$ cat src/verilog/sadc_defs.svh
// Register map, field positions and reset values of the secondary converter setup block
// Functional notes
// [RULE1] The channel select register holds a 3-bit channel address in its low bits and reads zero above.
// [RULE2] A clear pair bit makes address n pick pin n alone; a set pair bit makes even/odd addresses a +/- or -/+ pair.
// [RULE3] The SAR clock is the system clock divided by the 5-bit divider field plus one, held in bits 7 to 3.
// [RULE4] The 2-bit gain field in bits 1 to 0 selects gain 0.5, 1, 2 or 4, and bit 2 reads zero.
// [RULE5] Reset loads the configuration register with all ones in the divider and zeros below it.
// [RULE6] Results are two's complement for a differential channel and unsigned for a single-ended one.
// [RULE7] Mux and gain controls follow the registers so that a write acts from the next clock edge.
`ifndef SADC_DEFS_SVH
`define SADC_DEFS_SVH

// ****************************************************************
// Register addresses
// ****************************************************************
`define SADC_ADDR_PAIR_CFG  8'hBA
`define SADC_ADDR_CHAN_SEL  8'hBB
`define SADC_ADDR_CONV_CFG  8'hBC

// ****************************************************************
// Field positions and widths
// ****************************************************************
`define SADC_DIV_W          5
`define SADC_DIV_MSB        7
`define SADC_DIV_LSB        3
`define SADC_GAIN_MSB       1
`define SADC_GAIN_LSB       0
`define SADC_CHAN_MSB       2
`define SADC_PAIR_MSB       3

// ****************************************************************
// Reset values
// ****************************************************************
`define SADC_RST_CONV_CFG   8'hF8
`define SADC_RST_CHAN_SEL   8'h00
`define SADC_RST_PAIR_CFG   8'h00

`endif

$ cat src/verilog/sadc_pkg.sv
// Types and mux decode shared by the converter setup block
`default_nettype none
package sadc_pkg;

    typedef enum logic [1:0] {
        SADC_GAIN_HALF,
        SADC_GAIN_ONE,
        SADC_GAIN_TWO,
        SADC_GAIN_FOUR
    } sadc_gain_t;

    typedef struct packed {
        logic       diff;
        logic [2:0] pos;
        logic [2:0] neg;
    } sadc_mux_t;

    // Neg is meaningless for a single-ended pick and is parked on pin 0
    function automatic sadc_mux_t sadc_mux_decode(input logic [2:0] chan,
                                                  input logic [3:0] pair);
        sadc_mux_t m;
        m.diff = pair[chan[2:1]];
        if (m.diff) begin
            m.pos = {chan[2:1], chan[0]};
            m.neg = {chan[2:1], ~chan[0]};
        end else begin
            m.pos = chan;
            m.neg = 3'h0;
        end
        return m;
    endfunction

endpackage
`default_nettype wire

$ cat src/verilog/sadc_clkdiv.sv
// SAR clock divider with programmable ratio
`include "sadc_defs.svh"
`default_nettype none
module sadc_clkdiv #(
    parameter int WIDTH = `SADC_DIV_W
) (
    // Clock and reset
    input  wire logic             mclk,
    input  wire logic             rst_b,
    input  wire logic             clk_en,
    // Ratio minus one
    input  wire logic [WIDTH-1:0] div,
    // SAR clock
    output logic                  sar_clk,
    output logic                  sar_tick
);

    if (WIDTH < 1) begin : g_width_chk
        $error("sadc_clkdiv: WIDTH must be at least 1");
    end

    logic [WIDTH-1:0] cnt_q;
    logic [WIDTH-1:0] cnt_d;
    logic             wrap;

    // Compare with >= so a smaller ratio written mid-period cannot strand the count
    assign wrap  = (cnt_q >= div);
    assign cnt_d = wrap ? '0 : cnt_q + 1'b1;

    always_ff @(posedge mclk) begin
        if (!rst_b) begin
            cnt_q <= '0;
        end else if (clk_en) begin
            cnt_q <= cnt_d; // [RULE3]
        end
    end

    // High for the first half of each period, rounded up; ratio 1 stays high
    always_ff @(posedge mclk) begin
        if (!rst_b) begin
            sar_clk  <= 1'b0;
            sar_tick <= 1'b0;
        end else if (clk_en) begin
            sar_clk  <= (cnt_d <= (div >> 1));
            sar_tick <= wrap; // [RULE3]
        end
    end

    // ****************************************************************
    // Checking
    // ****************************************************************
    logic [WIDTH:0]   gap_q;
    logic [WIDTH-1:0] div_prev_q;
    logic             stable_q;

    always_ff @(posedge mclk) begin
        if (!rst_b) begin
            gap_q      <= '0;
            div_prev_q <= '0;
            stable_q   <= 1'b0;
        end else if (clk_en) begin
            gap_q      <= sar_tick ? '0 : gap_q + 1'b1;
            div_prev_q <= div;
            if (div != div_prev_q) begin
                stable_q <= 1'b0;
            end else if (sar_tick) begin
                stable_q <= 1'b1;
            end
        end
    end
endmodule
`default_nettype wire

$ cat src/verilog/sadc_top.sv
// Input mux, SAR clock and amplifier gain setup of the secondary converter
`include "sadc_defs.svh"
`default_nettype none
module sadc_top
    import sadc_pkg::*;
#(
    parameter int DATA_W = 8
) (
    // Clock and reset
    input  wire logic              mclk,
    input  wire logic              rst_b,
    input  wire logic              clk_en,
    // Special-function register port
    input  wire logic [7:0]        sfr_addr,
    input  wire logic              sfr_wr,
    input  wire logic [7:0]        sfr_wdata,
    input  wire logic              sfr_rd,
    output logic      [7:0]        sfr_rdata,
    // Mux and amplifier controls
    output logic      [2:0]        mux_pos_sel,
    output logic      [2:0]        mux_neg_sel,
    output logic                   mux_diff,
    output logic      [1:0]        gain_sel,
    // SAR clock
    output logic                   sar_clk,
    output logic                   sar_tick,
    // Conversion result
    input  wire logic              conv_valid,
    input  wire logic [DATA_W-1:0] conv_raw,
    output logic                   result_valid,
    output logic      [DATA_W-1:0] result_data,
    output logic                   result_signed
);

    if (DATA_W < 2) begin : g_width_chk
        $error("sadc_top: DATA_W must be at least 2");
    end

    // ****************************************************************
    // Reset images
    // ****************************************************************
    // Held as parameters because a macro literal cannot be bit-selected
    localparam logic [7:0] RST_CONV = `SADC_RST_CONV_CFG;
    localparam logic [7:0] RST_CHAN = `SADC_RST_CHAN_SEL;
    localparam logic [7:0] RST_PAIR = `SADC_RST_PAIR_CFG;

    // ****************************************************************
    // Registers
    // ****************************************************************
    logic [`SADC_DIV_W-1:0] div_q;
    logic [`SADC_DIV_W-1:0] div_d;
    sadc_gain_t             gain_q;
    sadc_gain_t             gain_d;
    logic [2:0]             chan_q;
    logic [2:0]             chan_d;
    logic [3:0]             pair_q;
    logic [3:0]             pair_d;
    logic                   wr_conv;
    logic                   wr_chan;
    logic                   wr_pair;
    sadc_mux_t              mux_d;

    assign wr_conv = clk_en && sfr_wr && (sfr_addr == `SADC_ADDR_CONV_CFG);
    assign wr_chan = clk_en && sfr_wr && (sfr_addr == `SADC_ADDR_CHAN_SEL);
    assign wr_pair = clk_en && sfr_wr && (sfr_addr == `SADC_ADDR_PAIR_CFG);

    always_comb begin
        div_d  = div_q;
        gain_d = gain_q;
        chan_d = chan_q;
        pair_d = pair_q;
        if (wr_conv) begin
            div_d  = sfr_wdata[`SADC_DIV_MSB:`SADC_DIV_LSB]; // [RULE3]
            gain_d = sadc_gain_t'(sfr_wdata[`SADC_GAIN_MSB:`SADC_GAIN_LSB]); // [RULE4]
        end
        if (wr_chan) begin
            chan_d = sfr_wdata[`SADC_CHAN_MSB:0]; // [RULE1]
        end
        if (wr_pair) begin
            pair_d = sfr_wdata[`SADC_PAIR_MSB:0];
        end
    end

    always_ff @(posedge mclk) begin
        if (!rst_b) begin
            div_q  <= RST_CONV[`SADC_DIV_MSB:`SADC_DIV_LSB]; // [RULE5]
            gain_q <= sadc_gain_t'(RST_CONV[`SADC_GAIN_MSB:`SADC_GAIN_LSB]); // [RULE5]
            chan_q <= RST_CHAN[`SADC_CHAN_MSB:0];
            pair_q <= RST_PAIR[`SADC_PAIR_MSB:0];
        end else if (clk_en) begin
            div_q  <= div_d;
            gain_q <= gain_d;
            chan_q <= chan_d;
            pair_q <= pair_d;
        end
    end

    // ****************************************************************
    // Read-back
    // ****************************************************************
    // Unmapped addresses read zero; data stands until the next read
    always_ff @(posedge mclk) begin
        if (!rst_b) begin
            sfr_rdata <= 8'h00;
        end else if (clk_en && sfr_rd) begin
            case (sfr_addr)
                `SADC_ADDR_CONV_CFG: sfr_rdata <= {div_q, 1'b0, gain_q}; // [RULE4]
                `SADC_ADDR_CHAN_SEL: sfr_rdata <= {5'h00, chan_q}; // [RULE1]
                `SADC_ADDR_PAIR_CFG: sfr_rdata <= {4'h0, pair_q};
                default:             sfr_rdata <= 8'h00;
            endcase
        end
    end

    // ****************************************************************
    // Mux and gain controls
    // ****************************************************************
    // Decoded from next-state values so outputs move on the same edge as the register
    assign mux_d = sadc_mux_decode(chan_d, pair_d); // [RULE2]

    always_ff @(posedge mclk) begin
        if (!rst_b) begin
            mux_diff    <= 1'b0;
            mux_pos_sel <= 3'h0;
            mux_neg_sel <= 3'h0;
            gain_sel    <= RST_CONV[`SADC_GAIN_MSB:`SADC_GAIN_LSB]; // [RULE5]
        end else if (clk_en) begin
            mux_diff    <= mux_d.diff; // [RULE7]
            mux_pos_sel <= mux_d.pos; // [RULE2]
            mux_neg_sel <= mux_d.neg; // [RULE2]
            gain_sel    <= gain_d; // [RULE7]
        end
    end

    // ****************************************************************
    // SAR clock
    // ****************************************************************
    sadc_clkdiv #(
        .WIDTH    (`SADC_DIV_W)
    ) u_clkdiv (
        .mclk     (mclk),
        .rst_b    (rst_b),
        .clk_en   (clk_en),
        .div      (div_q),
        .sar_clk  (sar_clk),
        .sar_tick (sar_tick)
    );

    // ****************************************************************
    // Result formatting
    // ****************************************************************
    // Raw SAR code is offset binary; flipping the top bit gives two's complement
    always_ff @(posedge mclk) begin
        if (!rst_b) begin
            result_valid  <= 1'b0;
            result_data   <= '0;
            result_signed <= 1'b0;
        end else if (clk_en) begin
            result_valid <= conv_valid;
            if (conv_valid) begin
                result_signed <= mux_diff; // [RULE6]
                if (mux_diff) begin
                    result_data <= {~conv_raw[DATA_W-1], conv_raw[DATA_W-2:0]}; // [RULE6]
                end else begin
                    result_data <= conv_raw;
                end
            end
        end
    end
endmodule
`default_nettype wire

$ cat config.mk
export PLATFORM = sky130hd
export DESIGN_NAME = sadc_top
export DESIGN_NICKNAME = d
export VERILOG_FILES = /design/src/verilog/sadc_pkg.sv /design/src/verilog/sadc_clkdiv.sv /design/src/verilog/sadc_top.sv
export VERILOG_INCLUDE_DIRS = /design/src /design/src/verilog
export SDC_FILE = /design/constraint.sdc
export NUM_CORES = 1
export LEC_CHECK = 0
export ABC_AREA = 1
export BUFFER_PORTS_ARGS = -buffer_cell sky130_fd_sc_hd__buf_4
export CORE_MARGIN = 3
export CORE_UTILIZATION = 26
export DETAILED_ROUTE_END_ITERATION = 16
export PLACE_DENSITY_LB_ADDON = 0.08
export SLEW_MARGIN = 20
export SYNTH_ARGS = -nofsm -noshare
export SYNTH_HDL_FRONTEND = slang
export SYNTH_SLANG_ARGS = --single-unit
export TNS_END_PERCENT = 100
$ cat constraint.sdc
create_clock -name mclk -period 2.95 [get_ports mclk]
set_input_delay 0.885 -clock mclk [delete_from_list [all_inputs] [get_ports mclk]]
set_output_delay 0.885 -clock mclk [all_outputs]
set_load 0.02 [all_outputs]
# Word-level counts from Yosys, hierarchy flattened
# Cells that the tools add are included.
# W data, S select, Z words.
[totals]
latchBits = 0
mem_bits_ro = 0
n_memories = 0
out_inout_bits = 29
word_cells = 39
ff_bits = 46
inputBits = 30
ramBits = 0
[op_classes]
order_cmp = 3
n_reduce_logical = 7
n_addsub = 1
shifts = 0
n_mul = 0
div_mod_pow = 0
eq_ne = 3
bitwise = 2
n_mux = 9
[ops]
columns = ["op", "count"]
rows = [
  ["$eq A8 B8 Y1 const B", 3],
  ["$pmux W8 S3", 1],
  ["$mux W8", 1],
  ["$mux W3", 2],
  ["$add A5 B1 Y5 const B", 1],
  ["$ge A5 B5 Y1", 1],
  ["$le A5 B4 Y1", 1],
  ["$logic_and A1 B1 Y1", 5],
  ["$mux W5", 1],
  ["$mux W4", 1],
  ["$reduce_and A2 Y1", 2],
  ["$lt A2 B3 Y1 const B", 1],
  ["$bmux W1 S2", 1],
  ["$mux W2", 1],
  ["$not A1 Y1", 2],
  ["$mux W1", 1],
]

# Logic depth before layout (Yosys ltp)
# Gate-level depths: netlist (run 1).
[depth]
depth_word = 6
mapped_depth = 17
mapped_depth_nobuf = 17

# Cells and area by module
# Synthesis (run 1) repeated with hierarchy kept, for this count alone.
[hier_totals]
hier_cells = 286
area_unflattened_um2 = 2117.0
[by_module_without_submodules]
columns = ["module", "cells_per_inst", "seq_area_each_um2", "area_each_um2", "instances"]
rows = [
  ["sadc_top", 210, 720.7, 1580.3, 1],
  ["sadc_clkdiv", 76, 140.1, 536.8, 1],
]

# Worst setup path before layout (run 1)
# OpenSTA, ideal clock, no wires.
[synth_timing]
path_kind = "register to register"
from = "register div_q[2]"
to = "register u_clkdiv.sar_clk"
path_buffers = 0
period_less_slack_ps = 2149
arrival_ps = 2078
path_stages_with_launch = 15
setup_ps = 70
required_ps = 2880
path_slack_ps = 801
path_cell_list = "dfxtp_1 inv_1 ha_1 a21o_1 a21oi_1 and2_1 nand2_1 inv_1 ha_1 a21oi_1 o21ai_0 and2_1 o21ai_0 nand2_1 a21oi_1"
[synth_between]
elab_chain_cells = 3
[synth_rtl]
columns = ["item", "line_no", "rtl"]
rows = [
  ["start: declaration", "sadc_top.sv:50", "logic [`SADC_DIV_W-1:0] div_q;"],
  ["start signal: assignment", "sadc_top.sv:86", "div_q <= RST_CONV[`SADC_DIV_MSB:`SADC_DIV_LSB];"],
  ["start signal: assignment", "sadc_top.sv:91", "div_q <= div_d;"],
  ["$ge A5 B5 Y1", "sadc_clkdiv.sv:27", "assign wrap = (cnt_q >= div);"],
  ["$mux W5", "sadc_clkdiv.sv:28", "assign cnt_d = wrap ? '0 : cnt_q + 1'b1;"],
  ["net u_clkdiv.cnt_d[2]", "sadc_clkdiv.sv:23", "logic [WIDTH-1:0] cnt_d;"],
  ["$le A5 B4 Y1", "sadc_clkdiv.sv:44", "sar_clk <= (cnt_d <= (div >> 1));"],
  ["end signal: assignment", "sadc_clkdiv.sv:44", ""],
  ["end: declaration", "sadc_clkdiv.sv:14", "output logic sar_clk,"],
]
# The timed path passes the listed nets, and every way through them passes these cells.
# A chain may end at the register's enable or synchronous reset.

# Worst setup path in the final report (run 1)
[layout_timing]
from = "register div_q[3]"
to = "register u_clkdiv.sar_clk"
# The elaborated chain is that of the path after synthesis.

==> flow_summary.json, run 1 <==
{
  "fp.coreArea_sq_um": 7770,
  "reg2reg_slack_ns": 0.58,
  "vias_per_cell": 4.39,
  "ant_nets": 0,
  "crit_chain": "inv_1, ha_1, nand2_1, inv_1, nand2_1, nor2_1, a21oi_1, and2_1, nand2_1, inv_1, ha_1, a21oi_1, o21ai_0, and2_1, o21ai_0, nand2_1, a21oi_1",
  "cts-root-buf": "clkbuf_8",
  "final.period_utilization_pct": 80.4,
  "ir_worst_vdd_mv": 0.119,
  "cts.sink_count": 43,
  "setup_tns_ns": 0,
  "synthesis.area_sq_um": 2100,
  "ioPinCount": 59,
  "syn_avg_cell_area_sq_um": 7.50,
  "fillCellCount": 876,
  "grt_pass1_wl_um": 8730,
  "ff2ff_path_depth": 17,
  "final_cell_mix": "buf_4, nand2_1, dfxtp_1",
  "slowest_delay_ns": 0.34,
  "start_util_pct": 27.0,
  "ys_seq_elements": 43,
  "die_area_sq_um": 9190,
  "portBuffers": 58,
  "hold_viol_final": 0,
  "status": "complete, no violations",
  "first_pass_iters": 4,
  "clkTransAtPathRegs_ns": 0.08,
  "gp_congestion": 0.808,
  "tightest_slew_ns": 0.762,
  "p_leak_nw": 1.30,
  "critPathMaxFanout": 5,
  "cts_buffer_depth": 2,
  "worstHoldPathType": "reg -> reg",
  "overflow": 0,
  "yosys_warnings": 0,
  "drc": 0,
  "setup_viol": 0,
  "cp-end-kind": "flop",
  "max-slew-margin-rel_pct": 49.2,
  "synth_ff_type": "dfxtp_1",
  "crit_path_start_kind": "flop",
  "fin_skew_ns": 0.00452,
  "grt_max_degree": 24,
  "crit_type": "reg -> reg",
  "max_clock_freq_ghz": 0.422,
  "critPathArrivalTime_ns": 2.59,
  "antenna_cells": 0,
  "dp_hpwl_um": 4130,
  "holdBufCountCts": 0,
  "synth_cell_types": 29,
  "r2r_end": "u_clkdiv.sar_clk",
  "cts_tree": "yes",
  "wl_per_cell_um": 12.1,
  "syn2layout_area_growth_pct": 28.2,
  "finish.instance_area_sq_um": 2690,
  "place_area_sq_um": 2610,
  "die_x_um": 95.9,
  "synth_edf_count": 0,
  "grt_setup_unrepaired": "false",
  "grt_antenna_before_repair": 0,
  "numCtsBuffers": 5,
  "wirelength_um": 5320,
  "clk_latency_ns": 0.30,
  "cts_setup_buffers": 0,
  "holdPathEnd": "result_valid",
  "synth_async_sr_flop_share_pct": 0,
  "max-cap-violations": 0,
  "min_period_ns": 2.37,
  "synth_top_area_share_pct": 41.0,
  "grt_usage_pct": 12.4,
  "synth_fp_nets": 320,
  "synth_area_leader_cell": "dfxtp_1",
  "slowest_stage": "dfxtp_1",
  "drive_above_1_share_pct": 25.2,
  "rr_startpoint": "div_q[3]",
  "nNetsFinal": 376,
  "yosys-top-cells-area": "dfxtp_1, nand2_1, a21oi_1",
  "power.density_nw_per_um2": 422,
  "drt-initial-drc-count": 44,
  "ys_seq_area_share_pct": 41.0,
  "final_max_slew_viol_count": 0,
  "syn_inst": 280,
  "route.vias.total": 1927,
  "grt_pass1_vias": 1868,
  "htree_levels": 2,
  "layout_commonest_cell": "buf_4",
  "crit_top_cell": "nand2_1",
  "cts_resized": 0,
  "crit_required_ns": 3.17,
  "min_path_cells": 2,
  "rows": 32,
  "die_h_um": 95.9,
  "min_from": "result_valid"
}
## worst max path at each step
stage                   from  cells after the start               end
floorplan           div_q[2]                     14  u_clkdiv.sar_clk
global placement    div_q[2]                     14  u_clkdiv.sar_clk
detailed placement  div_q[3]                     17  u_clkdiv.sar_clk
CTS                 div_q[3]                     17  u_clkdiv.sar_clk
global route        div_q[4]                     17  u_clkdiv.sar_clk
finish              div_q[3]                     17  u_clkdiv.sar_clk
## cell type report
type,instances,area [sq um],area share (%)
inverters,35,136,5.07
repair buffers,58,435,16.2
well taps,102,128,4.74
flip-flops and latches,43,861,32.0
multi-input cells,193,1050,38.9
clock inverters,2,12.5,0.465
clock buffers,6,72.6,2.70
## power breakdown
part	switching, W	internal, W	leakage [nW]
Sequential	0.0000111	0.000598	0.351
Clock	0.000206	0.000166	0.0412
Combinational	0.0000891	0.0000663	0.906
## worst max-delay path, delay by kind of cell, from the launching register on
| family | cells | cell delay (ns) |
|---|---|---|
| AOI/OAI and AO/OA | 5 | 0.57 |
| adders and majority gates | 2 | 0.53 |
| buffers and inverters | 3 | 0.18 |
| DFF | 1 | 0.34 |
| and+or+nand+nor | 7 | 0.68 |
## sequential cells by signal, indices dropped and copies added (netlist names)
register,flops
div_q,5
gain_sel,2
mux_diff,1
mux_neg_sel,3
mux_pos_sel,3
pair_q,4
result_data,8
result_signed,1
result_valid,1
sfr_rdata,8
u_clkdiv.cnt_q,5
u_clkdiv.sar_clk,1
u_clkdiv.sar_tick,1
## metrics by stage
| stage | power, W | hold WS [ns] | std cells | util (%) | setup WS (ns) |
|---|---|---|---|---|---|
| 5_1_grt | 0.00121 | 0.483 | 439 | 34.6 | 0.287 |
| 3_3_place_gp | 0.000782 | 0.451 | 431 | 33.6 | 0.672 |
| 4_1_cts | 0.00117 | 0.468 | 439 | 34.6 | 0.551 |
| 6_report | 0.00114 | 0.464 | 439 | 34.6 | 0.579 |
| 3_5_place_dp | 0.000782 | 0.454 | 431 | 33.6 | 0.569 |
| 2_1_floorplan | 0.000711 | 0.437 | 280 | - | 0.801 |
## cells in the mapped netlist, drive strengths merged (2+ instances only)
master   n
o211ai   2
xor2     2
and2     2
nor2    34
nand4    8
ha      10
o22ai    3
clkbuf   5
inv     33
clkinv   2
buf      4
dfxtp   43
a21oi   30
nand2   62
nand3    8
o21ai   29
## per-layer routing
metal / vias to the layer above / share of wire (%) / wire, um / global-route usage (%)
met5: - / 0 / 0 / 0
met4: 0 / 1.8 / 98 / 5.21
met3: 10 / 4.3 / 227 / 2.50
met2: 28 / 48 / 2530 / 19.7
met1: 867 / 46 / 2460 / 16.3
li1: 1022 / - / - / -
## cell families (layout without fill, tap and decap cells)
| kind of cell | Yosys count | count (layout) | share of synthesized area, % |
|---|---|---|---|
| flip-flops | 43 | 43 | 41.0 |
| AND/OR/NAND/NOR | 115 | 115 | 26.4 |
| buffers and inverters | 44 | 101 | 9.18 |
| AO/OA/AOI/OAI | 65 | 65 | 16.2 |
| XOR/XNOR | 3 | 3 | 1.25 |
| adder cells (fa/ha/maj) | 10 | 10 | 5.96 |
No activity file was read; power rests on OpenSTA's default activity.
==> inputs of run 2 (changes only) <==
--- a/config.mk
+++ b/config.mk
@@ -6,7 +6,7 @@
 export SDC_FILE = /design/constraint.sdc
 export NUM_CORES = 1
 export LEC_CHECK = 0
-export ABC_AREA = 1
+export ABC_AREA = 0
 export BUFFER_PORTS_ARGS = -buffer_cell sky130_fd_sc_hd__buf_4
 export CORE_MARGIN = 3
 export CORE_UTILIZATION = 26
==> constraint.sdc (replaced) <==
create_clock -name mclk -period 2 [get_ports mclk]
set_input_delay 0.6 -clock mclk [delete_from_list [all_inputs] [get_ports mclk]]
set_output_delay 0.6 -clock mclk [all_outputs]
set_load 0.02 [all_outputs]
==> run 2 against run 1 <==
Highest routed layer unchanged. The run now ends with setup timing left. Global-route usage grew 0.11 points. Maximum frequency decreased by 1.0%. Clock power up 85%. Die area decreased by 3.4%. Critical path depth is 2 lower. Wire length increased by 3.1%. Sequential share of layout area fell by 2.9 points. Sequential power up 45%. Worst setup slack lost 0.97 ns. Register-to-register slack got worse by 0.97 ns. Clock skew grew 0.0064 ns. Utilization is 5.4 points higher.
==> flow_summary.json, run 2 <==
{
  "synth-compound-area-share_pct": 14.3,
  "max-cap-violations": 0,
  "overflow": 0,
  "crit_buf_inv": 1,
  "final.period_utilization_pct": 120,
  "power.density_nw_per_um2": 599,
  "grt_use_met3_pct": 3.45,
  "synth_top_family_by_area": "simple AND/OR/NAND/NOR gates",
  "grt_antenna_before_repair": 0,
  "setup_tns_ns": -0.395,
  "ys_seq_elements": 43,
  "clkTransAtPathRegs_ns": 0.09,
  "antenna_cells": 0,
  "syn_avg_cell_area_sq_um": 9.15,
  "critPathArrivalTime_ns": 2.64,
  "final_cell_mix": "buf_4, dfxtp_1, nand2_1",
  "max-slew-margin-rel_pct": 73.6,
  "crit_required_ns": 2.24,
  "numCtsBuffers": 5,
  "min_period_ns": 2.40,
  "ir_worst_vdd_mv": 0.287,
  "grt_util_met1_pct": 17.3,
  "first_pass_iters": 4,
  "worstHoldPathType": "reg -> reg",
  "synthMuxAreaShare_pct": 8.91,
  "portBuffers": 58,
  "setup_viol": 1,
  "syn2layout_area_growth_pct": 46.8,
  "wirelength_um": 5490,
  "die_x_um": 94.2,
  "ys_seq_area_share_pct": 42.5,
  "synth_cell_types": 37,
  "layout_setup_ws_ns": -0.395,
  "synth_area_leader_cell": "dfxtp_1",
  "route.vias.total": 1828,
  "ant_nets": 0,
  "busiest_layer": "met2",
  "slowest_stage": "dfxtp_2",
  "fin_hold_ws_ns": 0.458,
  "grt_usage_pct": 12.5,
  "critPathMaxFanout": 2,
  "grt_setup_unrepaired": "true",
  "grt_pass1_wl_um": 8570,
  "synth_fa_ha_area_share_pct": 6.18,
  "max_clock_freq_ghz": 0.417,
  "yosys-top-cells-area": "dfxtp_1, mux2i_1, ha_1",
  "synthSimpleGateAreaFrac_pct": 23.4,
  "fp.coreArea_sq_um": 7410,
  "violations": "setup timing",
  "cts-root-buf": "clkbuf_8",
  "status": "complete, but fails checks",
  "gp_congestion": 0.740,
  "grt_max_degree": 30,
  "slowest_delay_ns": 0.34,
  "cts_buffer_depth": 2,
  "htree_levels": 2,
  "crit_type": "reg -> reg",
  "cts.sink_count": 43,
  "pre_cts_slack_ns": -0.446,
  "layout_commonest_cell": "buf_4",
  "synth-xor-area-share_pct": 1.73,
  "hold_viol_final": 0,
  "cp_top_family": "compound AO/OA/AOI/OAI gates",
  "nNetsFinal": 353,
  "grt_use_met2_pct": 18.9,
  "place_area_sq_um": 2810,
  "drive_above_1_share_pct": 37.6,
  "synthesis.area_sq_um": 2020,
  "grt_pass1_vias": 1748,
  "fin_skew_ns": 0.0109,
  "wl_per_cell_um": 13.3,
  "die_h_um": 94.2,
  "dp_hpwl_um": 4210,
  "drc": 0,
  "vias_per_cell": 4.43,
  "cts_tree": "yes",
  "synth_async_sr_flop_share_pct": 0,
  "finish.instance_area_sq_um": 2970,
  "ioPinCount": 59,
  "start_util_pct": 27.3,
  "rows": 31,
  "crit_chain": "inv_2, ha_4, nand2b_4, a21o_1, a21o_1, a21o_1, a21oi_2, and2_1, ha_1, nor2b_1, o21ai_1, nand2b_1, a21oi_2, o21ai_1, o21ai_1",
  "final_max_slew_viol_count": 0,
  "synth_fp_nets": 261,
  "reg.largest.list": "result_data: 8 flops, sfr_rdata: 8 flops",
  "synth_edf_count": 0,
  "p_leak_nw": 1.42,
  "synth_top_area_share_pct": 42.5,
  "crit_path_start_kind": "flop",
  "syn_inst": 221,
  "fillCellCount": 760,
  "die_area_sq_um": 8880,
  "drt-initial-drc-count": 42,
  "tightest_slew_ns": 0.396,
  "synth_most_common_cell": "dfxtp_1",
  "clk_latency_ns": 0.30,
  "yosys_warnings": 0,
  "yosys-top-cells-count": "dfxtp_1, nand2_1, nor2_1, a21oi_1, mux2i_1",
  "cp-end-kind": "flop",
  "p_total_w": 0.00178,
  "holdBufCountCts": 0,
  "synth_ff_type": "dfxtp_1"
}
## run 2: changes by cell type after synthesis, moves of 4 or more
cell      previous run  this run
inv_1               30         6
o21ai_0             28         4
nand2_1             54        31
mux2i_1              0        18
a21oi_1             30        18
nor2_1              30        19
nand2_2              7         1
nor2b_1              0         6
nand2b_1             0         5
a211oi_1             0         4
nand3b_1             0         4
## run 2: cell type report
type | instances | area, sq um | share of cell area (%)
clock buffer | 5 | 68.8 | 2.32
clock inverter | 3 | 43.8 | 1.47
inverter | 6 | 22.5 | 0.758
multi-input combinational | 163 | 1140 | 38.5
sequential | 43 | 863 | 29.1
tap | 99 | 124 | 4.17
timing repair buffer | 94 | 706 | 23.8
## run 2: final timing paths
| check | from | end | cells past startpoint | slack (ns) |
|---|---|---|---|---|
| setup / recovery | u_clkdiv.cnt_q[0] | u_clkdiv.sar_clk | 15 | -0.40 |
| hold / removal | result_data[0] | result_data[0] | 2 | 0.46 |
| setup reg to reg | u_clkdiv.cnt_q[0] | u_clkdiv.sar_clk | 15 | -0.40 |
| hold reg to reg | result_data[0] | result_data[0] | 2 | 0.46 |
## run 2: tightest hold or removal path: cells and delay by family (launching register included)
family	cells	cell delay, ns
flip-flops	1	0.32
AND/OR/NAND/NOR	1	0.05
AO/OA/AOI/OAI	1	0.05
## run 2: repair_timing
item / CTS / global route
gates resized for setup: 3 / 3
buffers inserted: 0 / 2
endpoints found under the setup margin: 1 / 2
pin swaps: 0 / 5
## run 2: cell families (layout without fill, tap and decap cells)
family | Yosys count | count (layout)
AND/OR/NAND/NOR | 87 | 87
flip-flops | 43 | 43
AO/OA/AOI/OAI | 44 | 44
XOR/XNOR | 4 | 4
multiplexers | 18 | 18
adder cells (fa/ha/maj) | 10 | 10
buffers and inverters | 15 | 108
## run 2: where the power goes
part / total [W] / internal (W) / switching [W] / leakage (nW)
Clock: 0.000687 / 0.000372 / 0.000315 / 0.0581
Combinational: 0.000211 / 0.000106 / 0.000105 / 1.01
Sequential: 0.000882 / 0.000872 / 0.00000954 / 0.349
Total: 0.00178 / 0.00135 / 0.000429 / 1.42
## run 2: per-stage QoR
| step | std cells | utilization [%] |
|---|---|---|
| final | 413 | 40.1 |
| after global routing | 413 | 40.1 |
| after CTS | 411 | 39.7 |
| after detailed placement | 403 | 37.9 |
| after global placement | 403 | 37.9 |
| after floorplan | 221 | - |
## run 2: routing by layer
layer,part of all wire [%],vias to the layer above
li1,-,958
met1,52,820
met2,41,43
met3,5.4,7
met4,1.1,0
met5,0,-
==> inputs of run 3 (changes only) <==
--- a/config.mk
+++ b/config.mk
@@ -6,12 +6,12 @@
 export SDC_FILE = /design/constraint.sdc
 export NUM_CORES = 1
 export LEC_CHECK = 0
-export ABC_AREA = 0
 export BUFFER_PORTS_ARGS = -buffer_cell sky130_fd_sc_hd__buf_4
 export CORE_MARGIN = 3
 export CORE_UTILIZATION = 26
 export DETAILED_ROUTE_END_ITERATION = 16
 export PLACE_DENSITY_LB_ADDON = 0.08
+export SETUP_SLACK_MARGIN = 0.05
 export SLEW_MARGIN = 20
 export SYNTH_ARGS = -nofsm -noshare
 export SYNTH_HDL_FRONTEND = slang
==> run 3 against run 2 <==
The run still ends with setup timing left. Global-route usage rose by 0.12 points. Sequential power barely moved. Clock power decreased by 13%. Power down 4.4%. Combinational power up 7%. Clock skew shrank 0.0023 ns. Critical path depth is the same. Non-clock buffer count shrank 3. Via count up 1.1%. Utilization up 0.24 points. Design area is 0.59% higher. Largest cell class unchanged. Largest power group unchanged.
==> flow_summary.json, run 3 (synthesized netlist as in run 2, its figures left out) <==
{
  "status": "complete, but fails checks",
  "violations": "setup timing",
  "drt-initial-drc-count": 62,
  "ant_nets": 0,
  "overflow": 0,
  "hold_viol_final": 0,
  "cts.sink_count": 43,
  "numCtsBuffers": 5,
  "reg2reg_slack_ns": -0.42,
  "power.density_nw_per_um2": 570,
  "crit_type": "reg -> reg",
  "tightest_slew_ns": 0.369,
  "cp-end-kind": "flop",
  "multi_input_area_sq_um": 1180,
  "wl_per_cell_um": 13.4,
  "layout_setup_ws_ns": -0.423,
  "htree_levels": 2,
  "worstHoldPathType": "reg -> reg",
  "gp_congestion": 0.730,
  "utilization_pct": 40.3,
  "drive_above_1_share_pct": 38.3,
  "final.period_utilization_pct": 121,
  "portBuffers": 58,
  "pre_cts_slack_ns": -0.425,
  "antenna_cells": 0,
  "crit_required_ns": 2.23,
  "layout_commonest_cell": "buf_4",
  "grt_setup_unrepaired": "true",
  "die_area_sq_um": 8880,
  "syn2layout_area_growth_pct": 47.7,
  "first_pass_iters": 4,
  "p_leak_nw": 1.40,
  "crit_path_start_kind": "flop",
  "die_x_um": 94.2,
  "final_cell_mix": "buf_4, dfxtp_1, nand2_1",
  "wirelength_um": 5480,
  "drc": 0,
  "grt_pass1_wl_um": 8790,
  "fp.coreArea_sq_um": 7410,
  "ioPinCount": 59,
  "critPathArrivalTime_ns": 2.65,
  "rows": 31,
  "cts_buffer_depth": 2,
  "vias_per_cell": 4.51,
  "grt_max_degree": 26,
  "cts-root-buf": "clkbuf_8",
  "min_period_ns": 2.42,
  "die_h_um": 94.2,
  "max-slew-margin-rel_pct": 75.4,
  "holdBufCountCts": 0,
  "clk_latency_ns": 0.29,
  "max-cap-violations": 0,
  "critPathMaxFanout": 3,
  "seq_area_sq_um": 863,
  "max_clock_freq_ghz": 0.413,
  "ir_worst_vdd_mv": 0.222,
  "grt_antenna_before_repair": 0,
  "start_util_pct": 27.3,
  "grt_usage_pct": 12.6,
  "clkTransAtPathRegs_ns": 0.09,
  "nNetsFinal": 350,
  "dp_hpwl_um": 4170,
  "reg.largest.list": "result_data: 8 flops, sfr_rdata: 8 flops",
  "p_total_w": 0.00170,
  "final_max_slew_viol_count": 0,
  "fillCellCount": 768,
  "fin_skew_ns": 0.00866,
  "cts_tree": "yes",
  "route.vias.total": 1848,
  "setup_viol": 1,
  "grt_pass1_vias": 1846
}
## run 3: critical path, cell delays in order (launching register included)
cell and delay, ns:
dfxtp_2 0.34, inv_2 0.05, ha_4 0.20, nand2b_4 0.13
a21o_1 0.15, a21o_1 0.15, a21o_1 0.21, a21oi_2 0.16
and2_4 0.17, ha_4 0.20, nor2b_1 0.13, o21ai_1 0.11
nand2b_1 0.06, a21oi_1 0.14, o21ai_1 0.07, o21ai_1 0.12
## run 3: metal layers
| layer | track usage [%] | routed length (um) | part of all wire [%] |
|---|---|---|---|
| met4 | 3.25 | 38 | 0.69 |
| met3 | 2.72 | 211 | 3.9 |
| met1 | 16.3 | 2510 | 46 |
| met2 | 21.2 | 2720 | 50 |
| met5 | 0 | 0 | 0 |
## run 3: path summary, 6_finish.rpt
check                                       start               end  cells after the start
worst max-delay path            u_clkdiv.cnt_q[0]  u_clkdiv.sar_clk                     15
worst min-delay path                 sfr_rdata[7]      sfr_rdata[7]                      2
worst max register to register  u_clkdiv.cnt_q[0]  u_clkdiv.sar_clk                     15
worst min register to register       sfr_rdata[7]      sfr_rdata[7]                      2
## run 3: power by group
part,internal [W],total (W),switching (W)
clock,0.000282,0.000595,0.000312
combinational,0.000114,0.000225,0.000111
sequential,0.000872,0.000882,0.00000980
total,0.00127,0.00170,0.000433
## run 3: repair_timing
action                                  4_1_cts  5_1_grt
pin swaps                                     1        8
setup buffers                                 0        3
endpoints found under the setup margin        2        5
resized for setup                             3       11
## run 3: cell type report
type / instances / area share (%)
timing repair buffer: 91 / 23.2
clock inverter: 2 / 0.544
clock buffer: 6 / 2.76
multi-input combinational: 163 / 39.7
inverter: 6 / 0.754
sequential: 43 / 28.9
tap: 99 / 4.15
## run 3: per-stage QoR
| step | std cells | cell area (sq um) | TNS (ns) | hold slack, ns |
|---|---|---|---|---|
| 2_1_floorplan | 221 | 2030 | -0.455 | 0.468 |
| 3_3_place_gp | 399 | 2780 | -1.32 | 0.443 |
| 3_5_place_dp | 399 | 2780 | -1.37 | 0.447 |
| 4_1_cts | 407 | 2900 | -0.400 | 0.458 |
| 5_1_grt | 410 | 2990 | -0.699 | 0.475 |
| 6_report | 410 | 2990 | -0.423 | 0.453 |
